--- src/verilog/rx_status_params.svh ---
// constants of the receive status and interrupt aggregator
//
// Contract
// - ais_ci_seen_flag sets per AIS-CI detection only while AIS present; host clears.
// - slc_align_event sets on valid SLC-96 alignment with SLC data ready.
// - boc_gone_event sets when a valid bit-oriented code stops being detected.
// - boc_found_event sets when a valid bit-oriented code becomes detected.
// - in E1 mode sa6_codeword_event (bit 1) sets on valid Sa6 codeword.
// - in E1 mode sa_bit_change_event (bit 0) sets on any watched Sa bit change.
// - E1 latch register flags latched and interrupting; bits 7..2 read zero.
// - one latched change flag per channel in four registers; fourth E1 only.
// - channel change also sets sig_change_event when its enable bit is set.
// - sig_change_event drives irq_out_n low only when its mask bit enables it.
// - per-channel change flag stays set until its register is read, then clears.
// - E1 CAS: bit 0 of first and third registers carry alignment and alarm.
// - any write to spare_code_pattern_hi restarts the spare-code integration period.
// - pattern starts at bit 7 of hi; for lengths 1..7 only top bits compared.
// - spare_code_pattern_lo is ignored entirely for lengths 1 to 7.
// - summary bits 0..6 flag interrupting latch registers; bit 5 reserved, bit 1 not T1.
// - a summary bit clears once no unmasked condition remains in its register.
// - masked status bits never reach the summary register.
// - rx_alarm_irq_mask: one enable per RAI/AIS/LOS/LOF detect and clear, reset 0.
// - each of four ports has its own copy at base plus 200h times port.
// - rai_ci_seen_flag sets on RAI-CI only in ESF while RAI present.
`ifndef RX_STATUS_PARAMS_SVH
`define RX_STATUS_PARAMS_SVH

`define NUM_PORTS        4
`define PORT_LSB         9
`define PORT_MSB         10
`define OFS_MSB          8

`define OFS_EVT_LATCH_4  9'h093
`define OFS_SA_LATCH     9'h096
`define OFS_SIG_CH1_8    9'h098
`define OFS_SIG_CH9_16   9'h099
`define OFS_SIG_CH17_24  9'h09A
`define OFS_SIG_CH25_32  9'h09B
`define OFS_SPARE_HI     9'h09C
`define OFS_SPARE_LO     9'h09D
`define OFS_IRQ_SUMMARY  9'h09F
`define OFS_ALARM_MASK   9'h0A0
`define OFS_EVT_MASK_4   9'h0A3
`define OFS_EVT_MASK_7   9'h0A6
`define OFS_SIG_EN_0     9'h0B0
`define OFS_SIG_EN_1     9'h0B1
`define OFS_SIG_EN_2     9'h0B2
`define OFS_SIG_EN_3     9'h0B3
`define OFS_SA_WATCH     9'h0B4
`define OFS_PORT_CFG     9'h0B5

`define RST_BYTE         8'h00
`define RST_WORD         32'h0000_0000
`define RST_LATCH7       6'h00
`define RST_SA           5'h00
`define RST_LEN          5'h00

`define CFG_E1_BIT       0
`define CFG_ESF_BIT      1
`define CFG_LEN_MSB      7
`define CFG_LEN_LSB      4
`define LEN_FULL         5'h10
`define LEN_ZERO         4'h0
`define CARE_ALL         16'hFFFF

`define SIG_COS_BIT      3
`define T1_CHAN_MASK     32'h00FF_FFFF
`define E1_CHAN_MASK     32'hFFFF_FFFF

`define L7_BOC_FOUND     0
`define L7_BOC_GONE      1
`define L7_FDLF          2
`define L7_SLC           3
`define L7_AIS_CI        4
`define L7_RAI_CI        5
`define L7_T1_READ_MASK  6'h3F
`define L7_E1_READ_MASK  6'h03

`endif

--- src/verilog/rx_status_pkg.sv ---
// types shared by the receive status and interrupt aggregator
package rx_status_pkg;

   // host register port request
   typedef struct packed {
      logic [10:0] addr;
      logic [7:0]  wdata;
      logic        wr;
      logic        rd;
   } reg_req_t;

   // receive-side detector outputs of one port
   typedef struct packed {
      logic        ais_ci_hit;
      logic        ais_present;
      logic        rai_ci_hit;
      logic        rai_present;
      logic        slc_align_hit;
      logic        dl_full_hit;
      logic        boc_valid;
      logic        sa6_codeword_hit;
      logic [4:0]  sa_bits;
      logic [31:0] sig_change;
      logic [7:0]  alarm_latched;
      logic [2:0]  ext_pending;
   } rx_evt_t;

   // configuration handed to the spare-code detector
   typedef struct packed {
      logic [15:0] pattern;
      logic [15:0] care;
      logic        restart;
   } spare_cfg_t;

endpackage
--- src/verilog/event_latch.sv ---
// sticky event latch bank, a set in the clearing cycle wins
`timescale 1ns/1ps
`include "rx_status_params.svh"

module event_latch #(
   parameter int WIDTH = 8
) (
   input  wire logic             core_clk,
   input  wire logic             nrst,
   input  wire logic [WIDTH-1:0] set_i,
   input  wire logic [WIDTH-1:0] clr_i,
   output logic      [WIDTH-1:0] flag_q
);

   logic [WIDTH-1:0] flag_d;

   assign flag_d = (flag_q & ~clr_i) | set_i;

   always_ff @(posedge core_clk) begin
      if (!nrst) begin
         flag_q <= '0;
      end else begin
         flag_q <= flag_d;
      end
   end

endmodule // event_latch

--- src/verilog/rx_status_interrupt_aggregator.sv ---
// receive status latches, masks and interrupt summary of four ports
`timescale 1ns/1ps
`include "rx_status_params.svh"

module rx_status_interrupt_aggregator (
   input  wire logic                    core_clk,
   input  wire logic                    nrst,
   input  wire rx_status_pkg::reg_req_t req,
   output logic [7:0]                   rdata,
   input  wire rx_status_pkg::rx_evt_t  evt   [`NUM_PORTS],
   output rx_status_pkg::spare_cfg_t    spare [`NUM_PORTS],
   output logic                         irq_out_n
);
   import rx_status_pkg::*;

   ////////////////////////////////////////////////////////////////////////
   // address decode, port index in the upper address bits
   logic [1:0]        req_port;
   logic [8:0]        req_ofs;
   logic [7:0]        rd_word  [`NUM_PORTS];
   logic [7:0]        summary  [`NUM_PORTS];
   logic [`NUM_PORTS-1:0] port_irq;
   logic [7:0]        rdata_d;
   logic [7:0]        rdata_q;
   logic              irq_n_d;
   logic              irq_n_q;

   assign req_port = req.addr[`PORT_MSB:`PORT_LSB];
   assign req_ofs  = req.addr[`OFS_MSB:0];

   genvar p;
   generate
      for (p = 0; p < `NUM_PORTS; p++) begin : g_port
         ///////////////////////////////////////////////////////////////////
         // per-port decode
         logic sel;
         logic wr_spare_hi;
         logic wr_spare_lo;
         logic wr_alarm_mask;
         logic wr_mask4;
         logic wr_mask7;
         logic wr_watch;
         logic wr_cfg;
         logic wr_en0;
         logic wr_en1;
         logic wr_en2;
         logic wr_en3;
         logic rd_l4;
         logic rd_l7;
         logic rd_s0;
         logic rd_s1;
         logic rd_s2;
         logic rd_s3;

         assign sel           = (req_port == 2'(p));
         assign wr_spare_hi   = req.wr && sel && req_ofs == `OFS_SPARE_HI;
         assign wr_spare_lo   = req.wr && sel && req_ofs == `OFS_SPARE_LO;
         assign wr_alarm_mask = req.wr && sel && req_ofs == `OFS_ALARM_MASK;
         assign wr_mask4      = req.wr && sel && req_ofs == `OFS_EVT_MASK_4;
         assign wr_mask7      = req.wr && sel && req_ofs == `OFS_EVT_MASK_7;
         assign wr_watch      = req.wr && sel && req_ofs == `OFS_SA_WATCH;
         assign wr_cfg        = req.wr && sel && req_ofs == `OFS_PORT_CFG;
         assign wr_en0        = req.wr && sel && req_ofs == `OFS_SIG_EN_0;
         assign wr_en1        = req.wr && sel && req_ofs == `OFS_SIG_EN_1;
         assign wr_en2        = req.wr && sel && req_ofs == `OFS_SIG_EN_2;
         assign wr_en3        = req.wr && sel && req_ofs == `OFS_SIG_EN_3;
         assign rd_l4         = req.rd && sel && req_ofs == `OFS_EVT_LATCH_4;
         assign rd_l7         = req.rd && sel && req_ofs == `OFS_SA_LATCH;
         assign rd_s0         = req.rd && sel && req_ofs == `OFS_SIG_CH1_8;
         assign rd_s1         = req.rd && sel && req_ofs == `OFS_SIG_CH9_16;
         assign rd_s2         = req.rd && sel && req_ofs == `OFS_SIG_CH17_24;
         assign rd_s3         = req.rd && sel && req_ofs == `OFS_SIG_CH25_32;

         ///////////////////////////////////////////////////////////////////
         // software registers
         logic [7:0]  spare_hi_q;
         logic [7:0]  spare_lo_q;
         logic [7:0]  alarm_mask_q;
         logic [7:0]  mask4_q;
         logic [7:0]  mask7_q;
         logic [7:0]  watch_q;
         logic [7:0]  cfg_q;
         logic [31:0] sig_en_q;

         always_ff @(posedge core_clk) begin
            if (!nrst) begin
               spare_hi_q   <= `RST_BYTE;
               spare_lo_q   <= `RST_BYTE;
               alarm_mask_q <= `RST_BYTE;
               mask4_q      <= `RST_BYTE;
               mask7_q      <= `RST_BYTE;
               watch_q      <= `RST_BYTE;
               cfg_q        <= `RST_BYTE;
               sig_en_q     <= `RST_WORD;
            end else begin
               if (wr_spare_hi)   spare_hi_q   <= req.wdata;
               if (wr_spare_lo)   spare_lo_q   <= req.wdata;
               if (wr_alarm_mask) alarm_mask_q <= req.wdata;
               if (wr_mask4)      mask4_q      <= req.wdata;
               if (wr_mask7)      mask7_q      <= req.wdata;
               if (wr_watch)      watch_q      <= req.wdata;
               if (wr_cfg)        cfg_q        <= req.wdata;
               if (wr_en0)        sig_en_q[7:0]   <= req.wdata;
               if (wr_en1)        sig_en_q[15:8]  <= req.wdata;
               if (wr_en2)        sig_en_q[23:16] <= req.wdata;
               if (wr_en3)        sig_en_q[31:24] <= req.wdata;
            end
         end

         logic e1_mode;
         logic esf_mode;

         assign e1_mode  = cfg_q[`CFG_E1_BIT];
         assign esf_mode = cfg_q[`CFG_ESF_BIT];

         ///////////////////////////////////////////////////////////////////
         // edge history of level inputs
         logic       boc_prev_q;
         logic [4:0] sa_prev_q;

         // the first cycle after reset may flag a change against zero
         always_ff @(posedge core_clk) begin
            if (!nrst) begin
               boc_prev_q <= 1'b0;
               sa_prev_q  <= `RST_SA;
            end else begin
               boc_prev_q <= evt[p].boc_valid;
               sa_prev_q  <= evt[p].sa_bits;
            end
         end

         ///////////////////////////////////////////////////////////////////
         // latched event sources
         logic       boc_rise;
         logic       boc_fall;
         logic       sa_change;
         logic [5:0] l7_set;
         logic [5:0] l7_flag;
         logic [31:0] sig_set;
         logic [31:0] sig_clr;
         logic [31:0] sig_flag;
         logic       cos_set;
         logic       cos_flag;

         assign boc_rise  = evt[p].boc_valid && !boc_prev_q;
         assign boc_fall  = !evt[p].boc_valid && boc_prev_q;
         assign sa_change = |((evt[p].sa_bits ^ sa_prev_q)
                              & watch_q[4:0]);

         // E1 reuses bits 1:0 for the Sa events, T1 fills bits 4:0 and bit 5 in ESF only
         assign l7_set[`L7_BOC_FOUND] = e1_mode ? sa_change
                                                : boc_rise;
         assign l7_set[`L7_BOC_GONE] = e1_mode ? evt[p].sa6_codeword_hit
                                               : boc_fall;
         assign l7_set[`L7_FDLF] = !e1_mode && evt[p].dl_full_hit;
         assign l7_set[`L7_SLC]  = !e1_mode && evt[p].slc_align_hit;
         assign l7_set[`L7_AIS_CI] = !e1_mode && evt[p].ais_ci_hit
                                     && evt[p].ais_present;
         assign l7_set[`L7_RAI_CI] = !e1_mode && esf_mode
                                     && evt[p].rai_ci_hit
                                     && evt[p].rai_present;

         event_latch #(
            .WIDTH (6)
         ) u_l7 (
            .core_clk (core_clk),
            .nrst     (nrst),
            .set_i    (l7_set),
            .clr_i    ({6{rd_l7}}),
            .flag_q   (l7_flag)
         );

         // channel 1 and 17 change inputs carry the CAS alignment and the
         // reserved/distant-multiframe bits upstream in E1 CAS mode
         assign sig_set = evt[p].sig_change
                          & (e1_mode ? `E1_CHAN_MASK
                                     : `T1_CHAN_MASK);
         assign sig_clr = {{8{rd_s3}}, {8{rd_s2}},
                           {8{rd_s1}}, {8{rd_s0}}};

         event_latch #(
            .WIDTH (32)
         ) u_sig (
            .core_clk (core_clk),
            .nrst     (nrst),
            .set_i    (sig_set),
            .clr_i    (sig_clr),
            .flag_q   (sig_flag)
         );

         assign cos_set = |(sig_set & sig_en_q);

         event_latch #(
            .WIDTH (1)
         ) u_cos (
            .core_clk (core_clk),
            .nrst     (nrst),
            .set_i    (cos_set),
            .clr_i    (rd_l4),
            .flag_q   (cos_flag)
         );

         ///////////////////////////////////////////////////////////////////
         // interrupt summary
         logic [5:0] l7_view;
         logic [7:0] l4_view;
         logic [7:0] l7_byte;
         logic       pend_alarm;
         logic       pend_l4;
         logic       pend_l7;

         assign l7_view = l7_flag & (e1_mode ? `L7_E1_READ_MASK
                                             : `L7_T1_READ_MASK);
         assign l7_byte = {2'b00, l7_view};
         assign l4_view = {4'h0, cos_flag, 3'b000};

         assign pend_alarm = |(evt[p].alarm_latched & alarm_mask_q);
         assign pend_l4    = cos_flag && mask4_q[`SIG_COS_BIT];
         assign pend_l7    = |(l7_byte & mask7_q);

         // live view, so a bit drops as soon as its last cause is cleared
         assign summary[p] = {1'b0,
                              pend_l7,
                              1'b0,
                              evt[p].ext_pending[2],
                              pend_l4,
                              evt[p].ext_pending[1],
                              e1_mode && evt[p].ext_pending[0],
                              pend_alarm};
         assign port_irq[p] = |summary[p];

         ///////////////////////////////////////////////////////////////////
         // spare-code detector setup
         logic [4:0]  len;
         logic [15:0] care;
         spare_cfg_t  spare_d;
         spare_cfg_t  spare_q;

         assign len  = (cfg_q[`CFG_LEN_MSB:`CFG_LEN_LSB] == `LEN_ZERO)
                       ? `LEN_FULL
                       : {1'b0, cfg_q[`CFG_LEN_MSB:`CFG_LEN_LSB]};
         // pattern grows from bit 7 of hi; short lengths leave lo unused
         assign care = ~(`CARE_ALL >> len);
         assign spare_d.care    = care;
         assign spare_d.pattern = {spare_hi_q, spare_lo_q} & care;
         assign spare_d.restart = wr_spare_hi;

         always_ff @(posedge core_clk) begin
            if (!nrst) begin
               spare_q <= '0;
            end else begin
               spare_q <= spare_d;
            end
         end

         assign spare[p] = spare_q;

         ///////////////////////////////////////////////////////////////////
         // read selection
         assign rd_word[p] =
            (req_ofs == `OFS_EVT_LATCH_4) ? l4_view           :
            (req_ofs == `OFS_SA_LATCH)    ? l7_byte           :
            (req_ofs == `OFS_SIG_CH1_8)   ? sig_flag[7:0]     :
            (req_ofs == `OFS_SIG_CH9_16)  ? sig_flag[15:8]    :
            (req_ofs == `OFS_SIG_CH17_24) ? sig_flag[23:16]   :
            (req_ofs == `OFS_SIG_CH25_32) ? sig_flag[31:24]   :
            (req_ofs == `OFS_SPARE_HI)    ? spare_hi_q        :
            (req_ofs == `OFS_SPARE_LO)    ? spare_lo_q        :
            (req_ofs == `OFS_IRQ_SUMMARY) ? summary[p]        :
            (req_ofs == `OFS_ALARM_MASK)  ? alarm_mask_q      :
            (req_ofs == `OFS_EVT_MASK_4)  ? mask4_q           :
            (req_ofs == `OFS_EVT_MASK_7)  ? mask7_q           :
            (req_ofs == `OFS_SIG_EN_0)    ? sig_en_q[7:0]     :
            (req_ofs == `OFS_SIG_EN_1)    ? sig_en_q[15:8]    :
            (req_ofs == `OFS_SIG_EN_2)    ? sig_en_q[23:16]   :
            (req_ofs == `OFS_SIG_EN_3)    ? sig_en_q[31:24]   :
            (req_ofs == `OFS_SA_WATCH)    ? watch_q           :
            (req_ofs == `OFS_PORT_CFG)    ? cfg_q             :
                                            `RST_BYTE;
      end
   endgenerate

   ////////////////////////////////////////////////////////////////////////
   // read data, present only in the cycle after the strobe
   assign rdata_d = req.rd ? rd_word[req_port] : `RST_BYTE;
   assign irq_n_d = ~|port_irq;

   always_ff @(posedge core_clk) begin
      if (!nrst) begin
         rdata_q <= `RST_BYTE;
         irq_n_q <= 1'b1;
      end else begin
         rdata_q <= rdata_d;
         irq_n_q <= irq_n_d;
      end
   end

   assign rdata     = rdata_q;
   assign irq_out_n = irq_n_q;

endmodule // rx_status_interrupt_aggregator

--- config.mk ---
export PLATFORM = sky130hd
export DESIGN_NAME = rx_status_interrupt_aggregator
export DESIGN_NICKNAME = d
export VERILOG_FILES = /design/src/verilog/rx_status_pkg.sv /design/src/verilog/event_latch.sv /design/src/verilog/rx_status_interrupt_aggregator.sv
export VERILOG_INCLUDE_DIRS = /design/src /design/src/verilog
export SDC_FILE = /design/constraint.sdc
export NUM_CORES = 2
export LEC_CHECK = 0
export ABC_AREA = 1
export BUFFER_PORTS_ARGS = -buffer_cell sky130_fd_sc_hd__buf_4
export CAP_MARGIN = 10
export CORE_AREA = 3 3 238 240
export DETAILED_ROUTE_END_ITERATION = 12
export DIE_AREA = 0 0 241 243
export GPL_TIMING_DRIVEN = 0
export PLACE_DENSITY = 0.76
export SYNTH_ARGS = -nofsm -noshare
export SYNTH_HDL_FRONTEND = slang
export SYNTH_HIERARCHICAL = 1
export SYNTH_SLANG_ARGS = --single-unit
--- constraint.sdc ---
create_clock -name core_clk -period 2.55 [get_ports core_clk]
set_clock_uncertainty 0.2 [all_clocks]
set_input_delay 0.51 -clock core_clk [delete_from_list [all_inputs] [get_ports core_clk]]
set_output_delay 0.51 -clock core_clk [all_outputs]
set_load 0.1 [all_outputs]
==> impl_metrics.prom <==
# TYPE chip_impl_metric gauge
chip_impl_metric{name="detailed_place_hpwl",unit="um"} 117000
chip_impl_metric{name="antenna_found_initial",unit=""} 8
chip_impl_metric{name="remaining_drcs",unit=""} 0
chip_impl_metric{name="asyncSetResetFlopFracSynth",unit="%"} 0
chip_impl_metric{name="detailedRoute.firstPassIterationCount",unit=""} 7
chip_impl_metric{name="wl_met1",unit="um"} 54000
chip_impl_metric{name="cp_data_required_time",unit="ps"} 2850
chip_impl_metric{name="synth_edf_count",unit=""} 0
chip_impl_metric{name="swShare",unit="%"} 27.0
chip_impl_metric{name="first_global_vias",unit=""} 33194
chip_impl_metric{name="place.gp.congestion",unit=""} 1.06
chip_impl_metric{name="route.detailed.vias_per_inst",unit=""} 6.22
chip_impl_metric{name="routed-wl-met3",unit="um"} 21300
chip_impl_metric{name="vdd_drop_max",unit="mV"} 0.647
chip_impl_metric{name="layout.nets",unit=""} 5134
chip_impl_metric{name="cellPowerDensity",unit="nW/um^2"} 617
chip_impl_metric{name="grt.overflow.total",unit=""} 0
chip_impl_metric{name="number_of_hold_violations_in_the_final_report",unit=""} 0
chip_impl_metric{name="final.setup.worst_slack",unit="ps"} -386
chip_impl_metric{name="comb_power_share",unit="%"} 9.9
chip_impl_info{name="rsz0062_at_grt",value="true"} 1
chip_impl_metric{name="critPathMaxFanout",unit=""} 10
chip_impl_metric{name="htree_levels",unit=""} 3
chip_impl_metric{name="cts-buffers-inserted",unit=""} 74
chip_impl_metric{name="core_area",unit="sq um"} 54900
chip_impl_metric{name="leakagePower",unit="uW"} 0.0166
chip_impl_metric{name="arrival",unit="ps"} 3240
chip_impl_metric{name="cellInternalPower",unit="uW"} 17800
chip_impl_metric{name="detailroute.via_count",unit=""} 35166
chip_impl_metric{name="initial_utilization",unit="%"} 54.8
chip_impl_metric{name="synthesis.area",unit="sq um"} 30100
chip_impl_metric{name="pin_count",unit=""} 388
chip_impl_metric{name="total_switching_power",unit="uW"} 6590
chip_impl_metric{name="drt_antenna_net_count",unit=""} 0
chip_impl_metric{name="dpl-instance-area",unit="sq um"} 33900
chip_impl_metric{name="yosys_warnings",unit=""} 6
chip_impl_metric{name="drt_first_iter_violations",unit=""} 5075
chip_impl_metric{name="final.setup.tns",unit="ps"} -1940
chip_impl_metric{name="power.sequential.fraction",unit="%"} 44.5
chip_impl_metric{name="postRouteWirelength",unit="um"} 159000
chip_impl_metric{name="synth.avg_cell_area",unit="sq um"} 7.09
chip_impl_metric{name="dieWidth",unit="um"} 241
chip_impl_metric{name="port_buffers",unit=""} 385
chip_impl_info{name="holdCritPathClass",value="in2reg"} 1
chip_impl_metric{name="final_core_util",unit="%"} 72.1
chip_impl_info{name="critical_path.endpoint_type",value="register"} 1
chip_impl_metric{name="syn_inst",unit=""} 4239
chip_impl_metric{name="site_row_count",unit=""} 86
chip_impl_metric{name="final_min_period_over_clock_period",unit="%"} 115
chip_impl_metric{name="cts.clk_slew.worst_paths",unit="ps"} 70
chip_impl_metric{name="fmaxAchievable",unit="GHz"} 0.341
chip_impl_metric{name="clock_sinks",unit=""} 673
chip_impl_metric{name="power_frac_clock",unit="%"} 45.6
chip_impl_metric{name="clkLatencyLatePin",unit="ps"} 650
chip_impl_metric{name="synth_fp_nets",unit=""} 4486
chip_impl_metric{name="slew_viol_final",unit=""} 10
chip_impl_metric{name="final_cells",unit=""} 5650
chip_impl_metric{name="first_pass_grt_wire_length",unit="um"} 219000
chip_impl_info{name="cts_tree",value="yes"} 1
chip_impl_metric{name="wl_per_cell",unit="um"} 28.1
chip_impl_metric{name="wl_met2",unit="um"} 65700
chip_impl_metric{name="yosysUniqueCellTypes",unit=""} 50
chip_impl_info{name="main_flop_type_after_synthesis",value="sky130_fd_sc_hd__dfxtp_1"} 1
chip_impl_metric{name="post-place-ws",unit="ps"} -2230
chip_impl_metric{name="ys_ff_latch",unit=""} 673
chip_impl_metric{name="synth_seq_area_share",unit="%"} 44.8
chip_impl_metric{name="grt_max_degree",unit=""} 19
chip_impl_metric{name="max_slew.worst_pin.slew",unit="ps"} 1500
chip_impl_metric{name="final.min_clock_period",unit="ps"} 2940
chip_impl_metric{name="timing.slew.headroom",unit="%"} -0.302
chip_impl_metric{name="die_h",unit="um"} 243
chip_impl_info{name="timing_worst_setup_path_type",value="reg2reg"} 1
chip_impl_info{name="outcome",value="complete, but fails checks"} 1
chip_impl_metric{name="areaGrowthSynthToFinish",unit="%"} 31.5
chip_impl_metric{name="share_of_layout_cells_above_drive_strength_1",unit="%"} 21.2
chip_impl_metric{name="report.final.setup_viol",unit=""} 9
chip_impl_metric{name="total_die_area",unit="sq um"} 58600
chip_impl_metric{name="max-clock-path-buffers",unit=""} 3
chip_impl_info{name="start_kind",value="register"} 1
chip_impl_info{name="failed_checks",value="capacitance limit, slew limit, setup timing"} 1
chip_impl_metric{name="track_usage",unit="%"} 51.8
chip_impl_metric{name="final_cell_area",unit="sq um"} 39600
chip_impl_info{name="ctsRootBufferMaster",value="sky130_fd_sc_hd__clkbuf_16"} 1
chip_impl_info{name="dr.max_layer_used",value="met5"} 1
chip_impl_metric{name="placed_instances",unit=""} 5329
chip_impl_metric{name="cap_viol_max_count",unit=""} 1
## repair_timing
action	CTS	global route
gates resized for setup	225	197
cloned	1	0
hold buffers	123	0
buffers inserted	37	31
pin swaps	57	108
endpoints found under the setup margin	481	263
hold endpoints to repair	123	0
## kinds of logic (layout without fill, tap and decap cells)
kind of cell,Yosys count,in the layout,synth area share [%]
other,0,3,0
AO/OA/AOI/OAI,1214,1214,22.9
flip-flops,673,673,44.8
buffers and inverters,997,1701,13.0
AND/OR/NAND/NOR,1353,1353,19.2
XOR/XNOR,2,2,0.0583
## registers in the layout (all words and copies together) (netlist names), 32 cells and up
signal / cells
spare: 132
g_port.sig_en_q: 128
g_port.mask7_q: 32
g_port.mask4_q: 32
g_port.alarm_mask_q: 32
g_port.cfg_q: 32
g_port.spare_hi_q: 32
g_port.u_sig/flag_q: 128
g_port.spare_lo_q: 32
g_port.watch_q: 32
## synthesized netlist by cell type, drive strengths merged, types with 33 or more instances
cell type	n	area, sq um
clkbuf	151	568
inv	770	2890
a22o	33	289
nand3	120	606
nand2	803	3030
o21ai	424	2120
buf	72	448
a21oi	677	3850
nor3	40	233
nor2	252	1020
nand4	87	544
dfxtp	673	13500
## critical path, cell delays in order, from the launching register on
cell                       delay, ps
sky130_fd_sc_hd__dfxtp_2         610
sky130_fd_sc_hd__clkinv_1        370
sky130_fd_sc_hd__a31oi_1         300
sky130_fd_sc_hd__o2111a_1        340
sky130_fd_sc_hd__nand2_1          70
sky130_fd_sc_hd__nand2_1         110
sky130_fd_sc_hd__nand2_1          60
sky130_fd_sc_hd__nand2_1         220
sky130_fd_sc_hd__nand3_1         160
sky130_fd_sc_hd__nand3_1         130
sky130_fd_sc_hd__nand2_1          80
sky130_fd_sc_hd__nand2_1          80
sky130_fd_sc_hd__a21oi_1          70
## final timing paths
path,start,slack [ps],cells past startpoint,to
worst min-delay path,evt[167],10,5,g_port[1].u_l7/flag_q[4]$_SDFF_PN0_
worst max-delay path,g_port[2].cfg_q[0]$_SDFFE_PN0P_,-390,12,rdata[6]$_SDFF_PN0_
worst max register to register,g_port[2].cfg_q[0]$_SDFFE_PN0P_,-390,12,rdata[6]$_SDFF_PN0_
worst min register to register,g_port[1].mask4_q[6]$_SDFFE_PN0P_,250,2,g_port[1].mask4_q[6]$_SDFFE_PN0P_
## stage by stage
stage	total power (uW)	hold slack [ps]
2_1_floorplan	12100	219
5_1_grt	24700	46.2
6_report	24400	11.9
3_3_place_gp	13100	232
3_5_place_dp	13100	237
4_1_cts	24100	0.902
## layout make-up
cell class / count / area [sq um]
Inverter: 774 / 2980
Clock inverter: 31 / 407
Buffer: 218 / 1210
Timing Repair Buffer: 577 / 4860
Multi-Input combinational cell: 2569 / 13700
Clock buffer: 101 / 2060
Sequential cell: 673 / 13500
Tap cell: 704 / 881
Antenna cell: 3 / 7.51
Fill cell: 4284 / 15300
## layer usage
metal  vias up  GRT usage, %
met1     16231          61.6
li1      14958             -
met4        10          43.6
met5         -             0
met3       948          15.6
met2      3019          76.2
## placed cells by master, fill, tap and decap left out, drive strengths merged, types with 87 or more instances in the layout
cell | Yosys | layout
nand2 | 803 | 803
inv | 770 | 769
a21oi | 677 | 677
dfxtp | 673 | 673
buf | 72 | 523
o21ai | 424 | 424
nor2 | 252 | 252
clkbuf | 151 | 249
dlygate4sd3 | 0 | 123
nand3 | 120 | 120
nand4 | 87 | 87
## power groups by stage
stage	sequential (uW)	combinational (uW)	clock (uW)
final	10900	2410	11100
after global routing	10900	2450	11400
after CTS	10900	2230	11000
after detailed placement	11100	2020	0
after global placement	11100	2000	0
after floorplan	11400	669	0
(Power assumes the default switching activity.)
